File: src/logic/phase_shift_defs.vh
// register map, field positions, reset values and timing counts of the fine phase shifter
`ifndef PHASE_SHIFT_DEFS_VH
`define PHASE_SHIFT_DEFS_VH
`define ADR_CTRL 6'h00
`define ADR_TIMING 6'h04
`define ADR_TAP 6'h08
`define ADR_STATUS 6'h0C
`define ADR_LIMITS 6'h10
`define ADR_UNITS 6'h14
`define MODE_NONE 2'h0
`define MODE_FIXED 2'h1
`define MODE_VARIABLE 2'h2
`define CTRL_MODE_LSB 0
`define CTRL_MGR_RESET_BIT 4
`define CTRL_INIT_LSB 16
`define ST_OFFSET_LSB 0
`define ST_POS_LSB 16
`define ST_OVF_BIT 28
`define ST_LOCK_BIT 29
`define ST_BUSY_BIT 30
`define RST_MODE 2'h0
`define RST_INIT_OFFSET 9'h000
`define RST_PERIOD_PS 16'h3415
`define RST_RANGE_PS 16'h2710
`define RST_TAP_MIN_PS 16'h001E
`define PTR_MAX 10'h0FF
`define FIXED_SCALE 24'h000100
`define DYN_SCALE 24'h000080
`define FIXED_RATIO 2'h1
`define DYN_RATIO 2'h2
`define SLIDE_DIV 4'h3
`endif

File: src/logic/phase_range_calc.v
// limit and step size arithmetic from reference period and guaranteed delay span
`timescale 1ns/1ps
`include "phase_shift_defs.vh"
module phase_range_calc (
  // clock and reset
  input wire CLOCK,
  input wire RST_B,
  // timing figures in picoseconds
  input wire [15:0] PERIOD_PS,
  input wire [15:0] RANGE_PS,
  input wire [15:0] TAP_MIN_PS,
  // results
  output reg [7:0] FIXED_LIMIT,
  output reg [7:0] DYN_LIMIT,
  output reg [15:0] FIXED_UNIT_PS,
  output reg [15:0] DYN_UNIT_PS,
  output reg [15:0] MIN_STEP_PS
);
  // span has reached ratio times the reference period
  function ratio_reached;
    input [15:0] rng;
    input [15:0] per;
    input [1:0] ratio;
    begin
      ratio_reached = ({1'b0, rng} >= per * ratio);
    end
  endfunction
  // integer part of scale * range / period, or 255 when ratio reaches its bound
  function [7:0] span_limit;
    input [15:0] rng;
    input [15:0] per;
    input [23:0] scale;
    input [1:0] ratio;
    reg [23:0] q;
    begin
      q = 24'h000000;
      if (per == 16'h0000)
        span_limit = 8'h00;
      else if (ratio_reached(rng, per, ratio))
        span_limit = 8'hFF;
      else
      begin
        q = (rng * scale) / per;
        span_limit = q[7:0];
      end
    end
  endfunction
  // one unit: span over limit below the bound, period/256 above it
  function [15:0] unit_size;
    input [15:0] rng;
    input [15:0] per;
    input [7:0] lim;
    input full;
    begin
      // a limit of 255 below the bound still divides the span
      if (full)
        unit_size = {8'h00, per[15:8]};
      else if (lim == 8'h00)
        unit_size = 16'h0000;
      else
        unit_size = rng / lim;
    end
  endfunction
  wire [7:0] fixed_lim_d = span_limit(RANGE_PS, PERIOD_PS, `FIXED_SCALE, `FIXED_RATIO);
  wire [7:0] dyn_lim_d = span_limit(RANGE_PS, PERIOD_PS, `DYN_SCALE, `DYN_RATIO);
  wire fixed_full = ratio_reached(RANGE_PS, PERIOD_PS, `FIXED_RATIO);
  wire dyn_full = ratio_reached(RANGE_PS, PERIOD_PS, `DYN_RATIO);
  always @(posedge CLOCK)
  begin
    if (!RST_B)
    begin
      FIXED_LIMIT <= 8'h00;
      DYN_LIMIT <= 8'h00;
      FIXED_UNIT_PS <= 16'h0000;
      DYN_UNIT_PS <= 16'h0000;
      MIN_STEP_PS <= 16'h0000;
    end
    else
    begin
      FIXED_LIMIT <= fixed_lim_d;
      DYN_LIMIT <= dyn_lim_d;
      FIXED_UNIT_PS <= unit_size(RANGE_PS, PERIOD_PS, fixed_lim_d, fixed_full);
      DYN_UNIT_PS <= unit_size(RANGE_PS, PERIOD_PS, dyn_lim_d, dyn_full);
      MIN_STEP_PS <= (TAP_MIN_PS > {8'h00, PERIOD_PS[15:8]}) ?
        TAP_MIN_PS : {8'h00, PERIOD_PS[15:8]};
    end
  end
endmodule

File: src/logic/fine_phase_shift_control.v
// fine phase shift control: fixed and variable offset, delay line position, wishbone registers
// Function
// - fixed mode takes offset from configuration; no run-time change possible (here a control register write moves it at once)
// - mode selector set to fixed, separate value gives offset amount
// - zero aligns outputs; negative places edges before reference, positive after
// - offset is signed, magnitude at most 255, tighter by period
// - ratio below 1: limit is int(256*ratio), unit is span over limit
// - ratio 1 or more: limit 255, unit is period over 256
// - smallest step is larger of tap resolution and period over 256
// - variable mode starts at configured offset; steps only after lock
// - handshake inputs sampled and outputs updated on shift clock rising edges
// - accepted request adds one unit when direction high, subtracts when low
// - completion pulses high for one shift clock period after variable latency
// - outputs slide gradually to new offset; lock stays asserted meanwhile
// - mode selector set to variable, configured offset is starting position
// - manager reset restores configured offset, discarding run-time steps
// - ratio below 2: dynamic limit int(128*ratio), unit span over limit
// - ratio 2 or more: dynamic limit 255, unit period over 256
// - request low: direction ignored, offset and delay position unchanged
// - step beyond 255 holds limit, sets overflow; opposite step clears it
// - past delay line end pointer keeps moving to 255, overflow high
//
// Implementation choices: the Wishbone register port and the placing of the registers.
`timescale 1ns/1ps
`include "phase_shift_defs.vh"
module fine_phase_shift_control (
  // system
  input wire CLOCK,
  input wire RST_B,
  // wishbone slave
  input wire WB_CYC_I,
  input wire WB_STB_I,
  input wire WB_WE_I,
  input wire [5:0] WB_ADR_I,
  input wire [3:0] WB_SEL_I,
  input wire [31:0] WB_DAT_I,
  output reg [31:0] WB_DAT_O,
  output reg WB_ACK_O,
  // lock loop and dynamic shift handshake
  input wire LOCK_IN,
  input wire SHIFT_CLOCK,
  input wire SHIFT_REQUEST,
  input wire SHIFT_DIRECTION,
  output reg SHIFT_COMPLETE,
  output wire LOCKED,
  output reg OVERFLOW,
  // applied phase
  output reg [8:0] APPLIED_POSITION,
  output reg [25:0] PHASE_SHIFT_PS
);
  localparam [2:0] ST_IDLE = 3'h1;
  localparam [2:0] ST_SLIDE = 3'h2;
  localparam [2:0] ST_DONE = 3'h4;

  // configuration registers
  reg [1:0] mode_q;
  reg mgr_reset_q;
  reg [8:0] init_q;
  reg [15:0] period_q;
  reg [15:0] range_q;
  reg [15:0] tap_min_q;
  // dynamic state
  reg [8:0] ptr_q;
  reg [8:0] pos_q;
  reg ovf_dir_q;
  reg [2:0] state_q;
  reg [3:0] slide_cnt_q;
  reg mgr_reset_d1_q;
  reg var_mode_d1_q;
  // synchronisers
  reg [1:0] sclk_sync_q;
  reg [1:0] req_sync_q;
  reg [1:0] dir_sync_q;
  reg [1:0] lock_sync_q;
  reg sclk_prev_q;
  // request and direction as they stood before the detected shift edge
  reg req_prev_q;
  reg dir_prev_q;

  wire [7:0] fixed_limit;
  wire [7:0] dyn_limit;
  wire [15:0] fixed_unit_ps;
  wire [15:0] dyn_unit_ps;
  wire [15:0] min_step_ps;

  phase_range_calc range_calc (
    .CLOCK(CLOCK),
    .RST_B(RST_B),
    .PERIOD_PS(period_q),
    .RANGE_PS(range_q),
    .TAP_MIN_PS(tap_min_q),
    .FIXED_LIMIT(fixed_limit),
    .DYN_LIMIT(dyn_limit),
    .FIXED_UNIT_PS(fixed_unit_ps),
    .DYN_UNIT_PS(dyn_unit_ps),
    .MIN_STEP_PS(min_step_ps)
  );

  // clamp a signed value to plus or minus a magnitude
  function [8:0] clamp;
    input [8:0] val;
    input [7:0] lim;
    reg [9:0] v;
    reg [9:0] l;
    begin
      v = {val[8], val};
      l = {2'h0, lim};
      if ($signed(v) > $signed(l))
        clamp = l[8:0];
      else if ($signed(v) < -$signed(l))
        clamp = 9'h000 - l[8:0];
      else
        clamp = val;
    end
  endfunction

  // shift clock edge found by the system clock
  wire sclk_rise = sclk_sync_q[1] & ~sclk_prev_q;
  wire lock_ok = lock_sync_q[1] & ~mgr_reset_q;
  wire variable_mode = (mode_q == `MODE_VARIABLE);
  wire can_accept = (state_q == ST_IDLE) || (state_q == ST_DONE);
  // request ignored unless variable mode, locked and idle or done
  wire step_take = sclk_rise & req_prev_q & variable_mode & lock_ok & can_accept;
  wire slide_tick = (slide_cnt_q == `SLIDE_DIV);
  wire [7:0] op_limit = variable_mode ? dyn_limit : fixed_limit;
  wire [8:0] start_ptr = (mode_q == `MODE_NONE) ? 9'h000 : clamp(init_q, fixed_limit);
  // variable mode keeps the delay line inside the dynamic limit from the start
  wire [8:0] start_pos = variable_mode ? clamp(start_ptr, dyn_limit) : start_ptr;

  assign LOCKED = lock_ok;

  // next pointer, position and overflow of one step
  reg [8:0] ptr_d;
  reg [8:0] pos_d;
  reg blocked_d;
  always @*
  begin
    ptr_d = ptr_q;
    pos_d = pos_q;
    blocked_d = 1'b0;
    if (dir_prev_q)
    begin
      if ($signed({ptr_q[8], ptr_q}) < $signed(`PTR_MAX))
        ptr_d = ptr_q + 9'h001;
    end
    else
    begin
      if ($signed({ptr_q[8], ptr_q}) > -$signed(`PTR_MAX))
        ptr_d = ptr_q - 9'h001;
    end
    pos_d = clamp(ptr_d, dyn_limit);
    blocked_d = (pos_d == pos_q);
  end

  // step state machine on shift clock edges
  always @(posedge CLOCK)
  begin
    if (!RST_B)
    begin
      sclk_sync_q <= 2'h0;
      req_sync_q <= 2'h0;
      dir_sync_q <= 2'h0;
      lock_sync_q <= 2'h0;
      sclk_prev_q <= 1'b0;
      req_prev_q <= 1'b0;
      dir_prev_q <= 1'b0;
      state_q <= ST_IDLE;
      SHIFT_COMPLETE <= 1'b0;
      ptr_q <= 9'h000;
      pos_q <= 9'h000;
      APPLIED_POSITION <= 9'h000;
      OVERFLOW <= 1'b0;
      ovf_dir_q <= 1'b0;
      slide_cnt_q <= 4'h0;
      mgr_reset_d1_q <= 1'b1;
      var_mode_d1_q <= 1'b0;
    end
    else
    begin
      sclk_sync_q <= {sclk_sync_q[0], SHIFT_CLOCK};
      req_sync_q <= {req_sync_q[0], SHIFT_REQUEST};
      dir_sync_q <= {dir_sync_q[0], SHIFT_DIRECTION};
      lock_sync_q <= {lock_sync_q[0], LOCK_IN};
      sclk_prev_q <= sclk_sync_q[1];
      req_prev_q <= req_sync_q[1];
      dir_prev_q <= dir_sync_q[1];
      mgr_reset_d1_q <= mgr_reset_q;
      var_mode_d1_q <= variable_mode;
      slide_cnt_q <= slide_tick ? 4'h0 : slide_cnt_q + 4'h1;
      if (mgr_reset_q || mgr_reset_d1_q || !variable_mode || !var_mode_d1_q)
      begin
        // reload configured offset; fixed mode follows every control register write, variable mode starts here
        ptr_q <= start_ptr;
        pos_q <= start_pos;
        APPLIED_POSITION <= start_pos;
        OVERFLOW <= 1'b0;
        ovf_dir_q <= 1'b0;
        state_q <= ST_IDLE;
        SHIFT_COMPLETE <= 1'b0;
      end
      else
      begin
        case (state_q)
          ST_IDLE:
          begin
            if (step_take)
              state_q <= ST_SLIDE;
          end
          ST_SLIDE:
          begin
            if (APPLIED_POSITION == pos_q && sclk_rise)
            begin
              SHIFT_COMPLETE <= 1'b1;
              state_q <= ST_DONE;
            end
          end
          ST_DONE:
          begin
            if (sclk_rise)
            begin
              SHIFT_COMPLETE <= 1'b0;
              state_q <= step_take ? ST_SLIDE : ST_IDLE;
            end
          end
          default:
          begin
            state_q <= ST_IDLE;
            SHIFT_COMPLETE <= 1'b0;
          end
        endcase
        // request low leaves pointer, position and overflow alone
        if (step_take)
        begin
          ptr_q <= ptr_d;
          pos_q <= pos_d;
          // a step away from the blocked end clears the flag before anything else
          if (OVERFLOW && dir_prev_q != ovf_dir_q)
            OVERFLOW <= 1'b0;
          else if (blocked_d)
          begin
            OVERFLOW <= 1'b1;
            ovf_dir_q <= dir_prev_q;
          end
        end
        // applied delay walks one tap per slide tick
        if (slide_tick && APPLIED_POSITION != pos_q)
        begin
          if ($signed(APPLIED_POSITION) < $signed(pos_q))
            APPLIED_POSITION <= APPLIED_POSITION + 9'h001;
          else
            APPLIED_POSITION <= APPLIED_POSITION - 9'h001;
        end
      end
    end
  end

  // signed time offset of the outputs against the reference
  wire [15:0] unit_ps = variable_mode ? dyn_unit_ps : fixed_unit_ps;
  wire signed [25:0] shift_prod = $signed(APPLIED_POSITION) * $signed({1'b0, unit_ps});
  always @(posedge CLOCK)
  begin
    if (!RST_B)
      PHASE_SHIFT_PS <= 26'h0000000;
    else
      PHASE_SHIFT_PS <= shift_prod;
  end

  // wishbone slave: one wait state, ack drops after one cycle
  wire wb_req = WB_CYC_I & WB_STB_I & ~WB_ACK_O;
  wire wb_wr = wb_req & WB_WE_I;
  always @(posedge CLOCK)
  begin
    if (!RST_B)
    begin
      WB_ACK_O <= 1'b0;
      WB_DAT_O <= 32'h00000000;
      mode_q <= `RST_MODE;
      mgr_reset_q <= 1'b0;
      init_q <= `RST_INIT_OFFSET;
      period_q <= `RST_PERIOD_PS;
      range_q <= `RST_RANGE_PS;
      tap_min_q <= `RST_TAP_MIN_PS;
    end
    else
    begin
      WB_ACK_O <= wb_req;
      WB_DAT_O <= 32'h00000000;
      if (wb_wr && WB_ADR_I == `ADR_CTRL)
      begin
        if (WB_SEL_I[0])
        begin
          mode_q <= WB_DAT_I[`CTRL_MODE_LSB +: 2];
          mgr_reset_q <= WB_DAT_I[`CTRL_MGR_RESET_BIT];
        end
        if (WB_SEL_I[2])
          init_q[7:0] <= WB_DAT_I[`CTRL_INIT_LSB +: 8];
        if (WB_SEL_I[3])
          init_q[8] <= WB_DAT_I[`CTRL_INIT_LSB + 8];
      end
      if (wb_wr && WB_ADR_I == `ADR_TIMING)
      begin
        if (WB_SEL_I[0])
          period_q[7:0] <= WB_DAT_I[7:0];
        if (WB_SEL_I[1])
          period_q[15:8] <= WB_DAT_I[15:8];
        if (WB_SEL_I[2])
          range_q[7:0] <= WB_DAT_I[23:16];
        if (WB_SEL_I[3])
          range_q[15:8] <= WB_DAT_I[31:24];
      end
      if (wb_wr && WB_ADR_I == `ADR_TAP)
      begin
        if (WB_SEL_I[0])
          tap_min_q[7:0] <= WB_DAT_I[7:0];
        if (WB_SEL_I[1])
          tap_min_q[15:8] <= WB_DAT_I[15:8];
      end
      if (wb_req && !WB_WE_I)
      begin
        case (WB_ADR_I)
          `ADR_CTRL:
            WB_DAT_O <= {7'h00, init_q, 11'h000, mgr_reset_q, 2'h0, mode_q};
          `ADR_TIMING:
            WB_DAT_O <= {range_q, period_q};
          `ADR_TAP:
            WB_DAT_O <= {16'h0000, tap_min_q};
          `ADR_STATUS:
            WB_DAT_O <= {1'b0, (state_q != ST_IDLE), lock_ok, OVERFLOW, 3'h0,
              APPLIED_POSITION, 7'h00, ptr_q};
          `ADR_LIMITS:
            WB_DAT_O <= {min_step_ps, dyn_limit, fixed_limit};
          `ADR_UNITS:
            WB_DAT_O <= {dyn_unit_ps, fixed_unit_ps};
          default:
            WB_DAT_O <= 32'h00000000;
        endcase
      end
    end
  end

  // operating limit of the active mode, kept only on an unused wire and read by no logic
  wire unused_limit = |op_limit;
endmodule

File: config.mk
export PLATFORM = sky130hd
export DESIGN_NAME = fine_phase_shift_control
export DESIGN_NICKNAME = d
export VERILOG_FILES = /design/src/logic/phase_range_calc.v /design/src/logic/fine_phase_shift_control.v
export VERILOG_INCLUDE_DIRS = /design/src /design/src/logic
export SDC_FILE = /design/constraint.sdc
export NUM_CORES = 2
export LEC_CHECK = 0
export BUFFER_PORTS_ARGS = -buffer_cell sky130_fd_sc_hd__clkbuf_2
export CAP_MARGIN = 10
export CELL_PAD_IN_SITES_DETAIL_PLACEMENT = 0
export CELL_PAD_IN_SITES_GLOBAL_PLACEMENT = 2
export CORE_ASPECT_RATIO = 0.5
export CORE_UTILIZATION = 39
export CTS_CLUSTER_DIAMETER = 50
export DETAILED_ROUTE_END_ITERATION = 7
export PLACE_DENSITY_LB_ADDON = 0.1
export SLEW_MARGIN = 20
export SYNTH_ARGS = -nofsm -noshare
export SYNTH_HDL_FRONTEND = slang
export SYNTH_HIERARCHICAL = 1
export SYNTH_SLANG_ARGS = --single-unit
File: constraint.sdc
create_clock -name CLOCK -period 95.7 [get_ports CLOCK]
set_input_delay 9.57 -clock CLOCK [delete_from_list [all_inputs] [get_ports CLOCK]]
set_output_delay 9.57 -clock CLOCK [all_outputs]
set_load 0.05 [all_outputs]
==> results.cfg <==
[status]
status = complete, no violations

[global_route]
grt_usage_pct = 30.8
grt_start_max_net_pins = 67
antenna_found_initial = 15
grt_pass1_vias = 55600
grt-ovfl-total = 0
grtUsageMet1_pct = 44.7
met3_usage_pct = 4.60
top_usage_layer = met2
grt_util_met2_pct = 47.1
grt_pass1_wl_um = 344000

[timing]
worst_pin_slew_ps = 1110
fin_crit_sh_pct = 93.1
maxSlewHeadroom_pct = 25.5
fin_crit_ps = 89100
hold_viol_final = 0
finalSetupViolCount = 0
fin_skew_ps = 44.4
drv_slew = 0
clock.fmax_mhz = 11.2

[clock_network]
cts-root-buf = clkbuf_16
clk_pin_slew_worst_paths_ps = 60
clock_latency_ps = 590
numCtsBuffers = 38
cts_buffer_depth = 3
h-tree-depth = 2
cts_sinks = 233
cts_tree = yes

[yosys]
synthCells = 7620
ys_seq_area_share_pct = 8.36
ys_types = 131
synth_ff_type = dfxtp_1
async_reset_ff_share_pct = 0
syn_nets = 8667
synthTopCellsByArea = ha_1 (20%), dfxtp_1 (8.4%), nand2_1 (5.1%)
yosysTopAreaCellShare_pct = 20.1
ys_seq_elements = 233
synth_area_mm2 = 0.0558
synth_edf_count = 0
avgSynthCellArea_um2 = 7.32
ys.warnings.count = 6
netlist.top_cell.by_area = ha_1

[drt]
vias = 59200
viasPerCell = 6.13
initialDrtViolationCount = 5127
wirelength_um = 232000
antenna_left = 0
wl_per_cell_um = 24.0
first_pass_iters = 6
drc = 0

[setup_path]
crit_fanout = 30
crit_arrival_ps = 89530
regToRegStartpoint = period_q[14]
path_class = flop to flop
timing.rr.end = range_calc/FIXED_UNIT_PS[0]
endpoint_kind = flop
r2r_slack_ps = 6600
required_ps = 96130
slowest_stage = or4b_1
endpoint = range_calc/FIXED_UNIT_PS[0]
slowest_delay_ps = 750
startpoint = period_q[14]
r2r_cells = 412
cpMostUsedCell = o21a_1
start_kind = flop

[place]
gp_congestion = 0.950
placed_cells = 9590
port_buffers = 121
dp_hpwl_um = 185000

[die]
rows = 97
die_area_mm2 = 0.145
start_util_pct = 39.6
die_x_um = 537
die_h_um = 269
io_pins = 122
core_area_mm2 = 0.141

[finish]
syn2layout_area_growth_pct = 10.0
drive_above_1_share_pct = 11.1
fin_nets = 8809
stdcell_count = 9672

[min_path]
hold_start = dir_sync_q[1]
hold_class = flop to flop

[job]
drv_cap = 0
-- cell families (layout without fill, tap and decap cells) --
logic type / Yosys count / after routing / synth area share [%]
multiplexers: 267 / 267 / 5.22
flip-flops: 233 / 233 / 8.36
adder cells (fa/ha/maj): 996 / 996 / 23.7
other: 0 / 4 / 0
AO/OA/AOI/OAI: 2328 / 2328 / 28.0
AND/OR/NAND/NOR: 2786 / 2787 / 24.3
XOR/XNOR: 385 / 385 / 6.06
buffers and inverters: 625 / 791 / 4.38
-- layout make-up --
type | instances | area [um2]
clock buffers | 47 | 1020
flip-flops and latches | 233 | 4670
repair buffers | 396 | 2670
well taps | 1881 | 2350
fillers | 14400 | 79600
inverters | 330 | 1240
clock inverters | 18 | 269
multi-input cells | 6763 | 49100
diodes | 4 | 10.0
-- worst max-delay path, delay by kind of cell (launching register included) --
family,cells,cell delay (ps)
flops,1,550
fa+ha+maj,39,12760
buf+inv,20,2830
compound gates,230,48540
xor+xnor,1,80
mux,14,4190
simple gates,108,19800
-- routing by layer --
layer | vias up | share of wire, %
met4 | 6 | 2.5
met5 | - | 0.031
met3 | 305 | 7.5
met2 | 2023 | 42
met1 | 28600 | 48
li1 | 28300 | -
-- how the worst min path moves through the flow --
stage / to / slack (ps) / cells past startpoint
6_report: dir_prev_q / 440 / 1
2_1_floorplan: dir_prev_q / 410 / 1
5_1_grt: dir_prev_q / 460 / 1
3_3_place_gp: dir_prev_q / 430 / 1
3_5_place_dp: sclk_sync_q[1] / 420 / 1
4_1_cts: req_prev_q / 440 / 1
-- synth_stat cells, types with 58 or more instances --
library cell / count
a211oi_1: 72
a21boi_0: 76
a21o_1: 198
a21oi_1: 555
a31oi_1: 58
and2_1: 162
clkbuf_1: 243
dfxtp_1: 233
fa_1: 102
ha_1: 894
inv_1: 325
mux2_2: 147
mux2i_1: 109
nand2_1: 755
nand2b_1: 125
nand3_1: 210
nand4_1: 82
nor2_1: 714
nor2b_1: 115
nor3_1: 284
o211ai_1: 64
o21a_1: 291
o21ai_0: 420
o31ai_1: 132
or3_1: 69
xnor2_1: 247
xor2_1: 137
-- state kept, by name (all words and copies together), names as in the netlist, 2 cells and up --
signal / count
lock_sync_q: 2
tap_min_q: 16
state_q: 3
range_calc/FIXED_UNIT_PS: 16
PHASE_SHIFT_PS: 26
WB_DAT_O: 32
range_calc/DYN_UNIT_PS: 16
mode_q: 2
period_q: 16
range_q: 16
pos_q: 9
range_calc/FIXED_LIMIT: 8
sclk_sync_q: 2
init_q: 9
APPLIED_POSITION: 9
slide_cnt_q: 4
ptr_q: 9
range_calc/DYN_LIMIT: 8
dir_sync_q: 2
range_calc/MIN_STEP_PS: 16
req_sync_q: 2
-- repair_timing --
| item | in CTS | in global routing |
|---|---|---|
| setup buffers | 0 | 12 |
| setup endpoints to repair | 0 | 6 |
| hold buffers | 0 | 0 |
| gates resized for setup | 0 | 81 |
-- per-stage QoR --
step           worst slack [ps]  TNS, ps  area (um2)  utilization, %  hold WS [ps]
2_1_floorplan             11400        0       55800               -           412
5_1_grt                   -2.46    -2.46       61300            43.5           456
6_report                   6600        0       61300            43.5           439
3_3_place_gp               4430        0       59600            42.3           428
4_1_cts                    1980        0       60900            43.2           439
3_5_place_dp               2270        0       59600            42.3           425
-- cells in the final DEF (no fill, tap or decap), types with 75 or more instances in the layout --
cell type / instances
ha_1: 894
nand2_1: 754
nor2_1: 707
a21oi_1: 549
o21ai_0: 404
inv_1: 314
o21a_1: 290
nor3_1: 280
buf_4: 276
xnor2_1: 247
dfxtp_1: 232
nand3_1: 210
a21o_1: 197
and2_1: 162
mux2_2: 147
xor2_1: 137
o31ai_1: 127
nand2b_1: 120
clkbuf_2: 120
nor2b_1: 112
mux2i_1: 107
fa_1: 102
nand4_1: 82
a21boi_0: 75
Power is not shown: default switching activity piles up to over one toggle a cycle in this logic, so the estimate is an artifact.
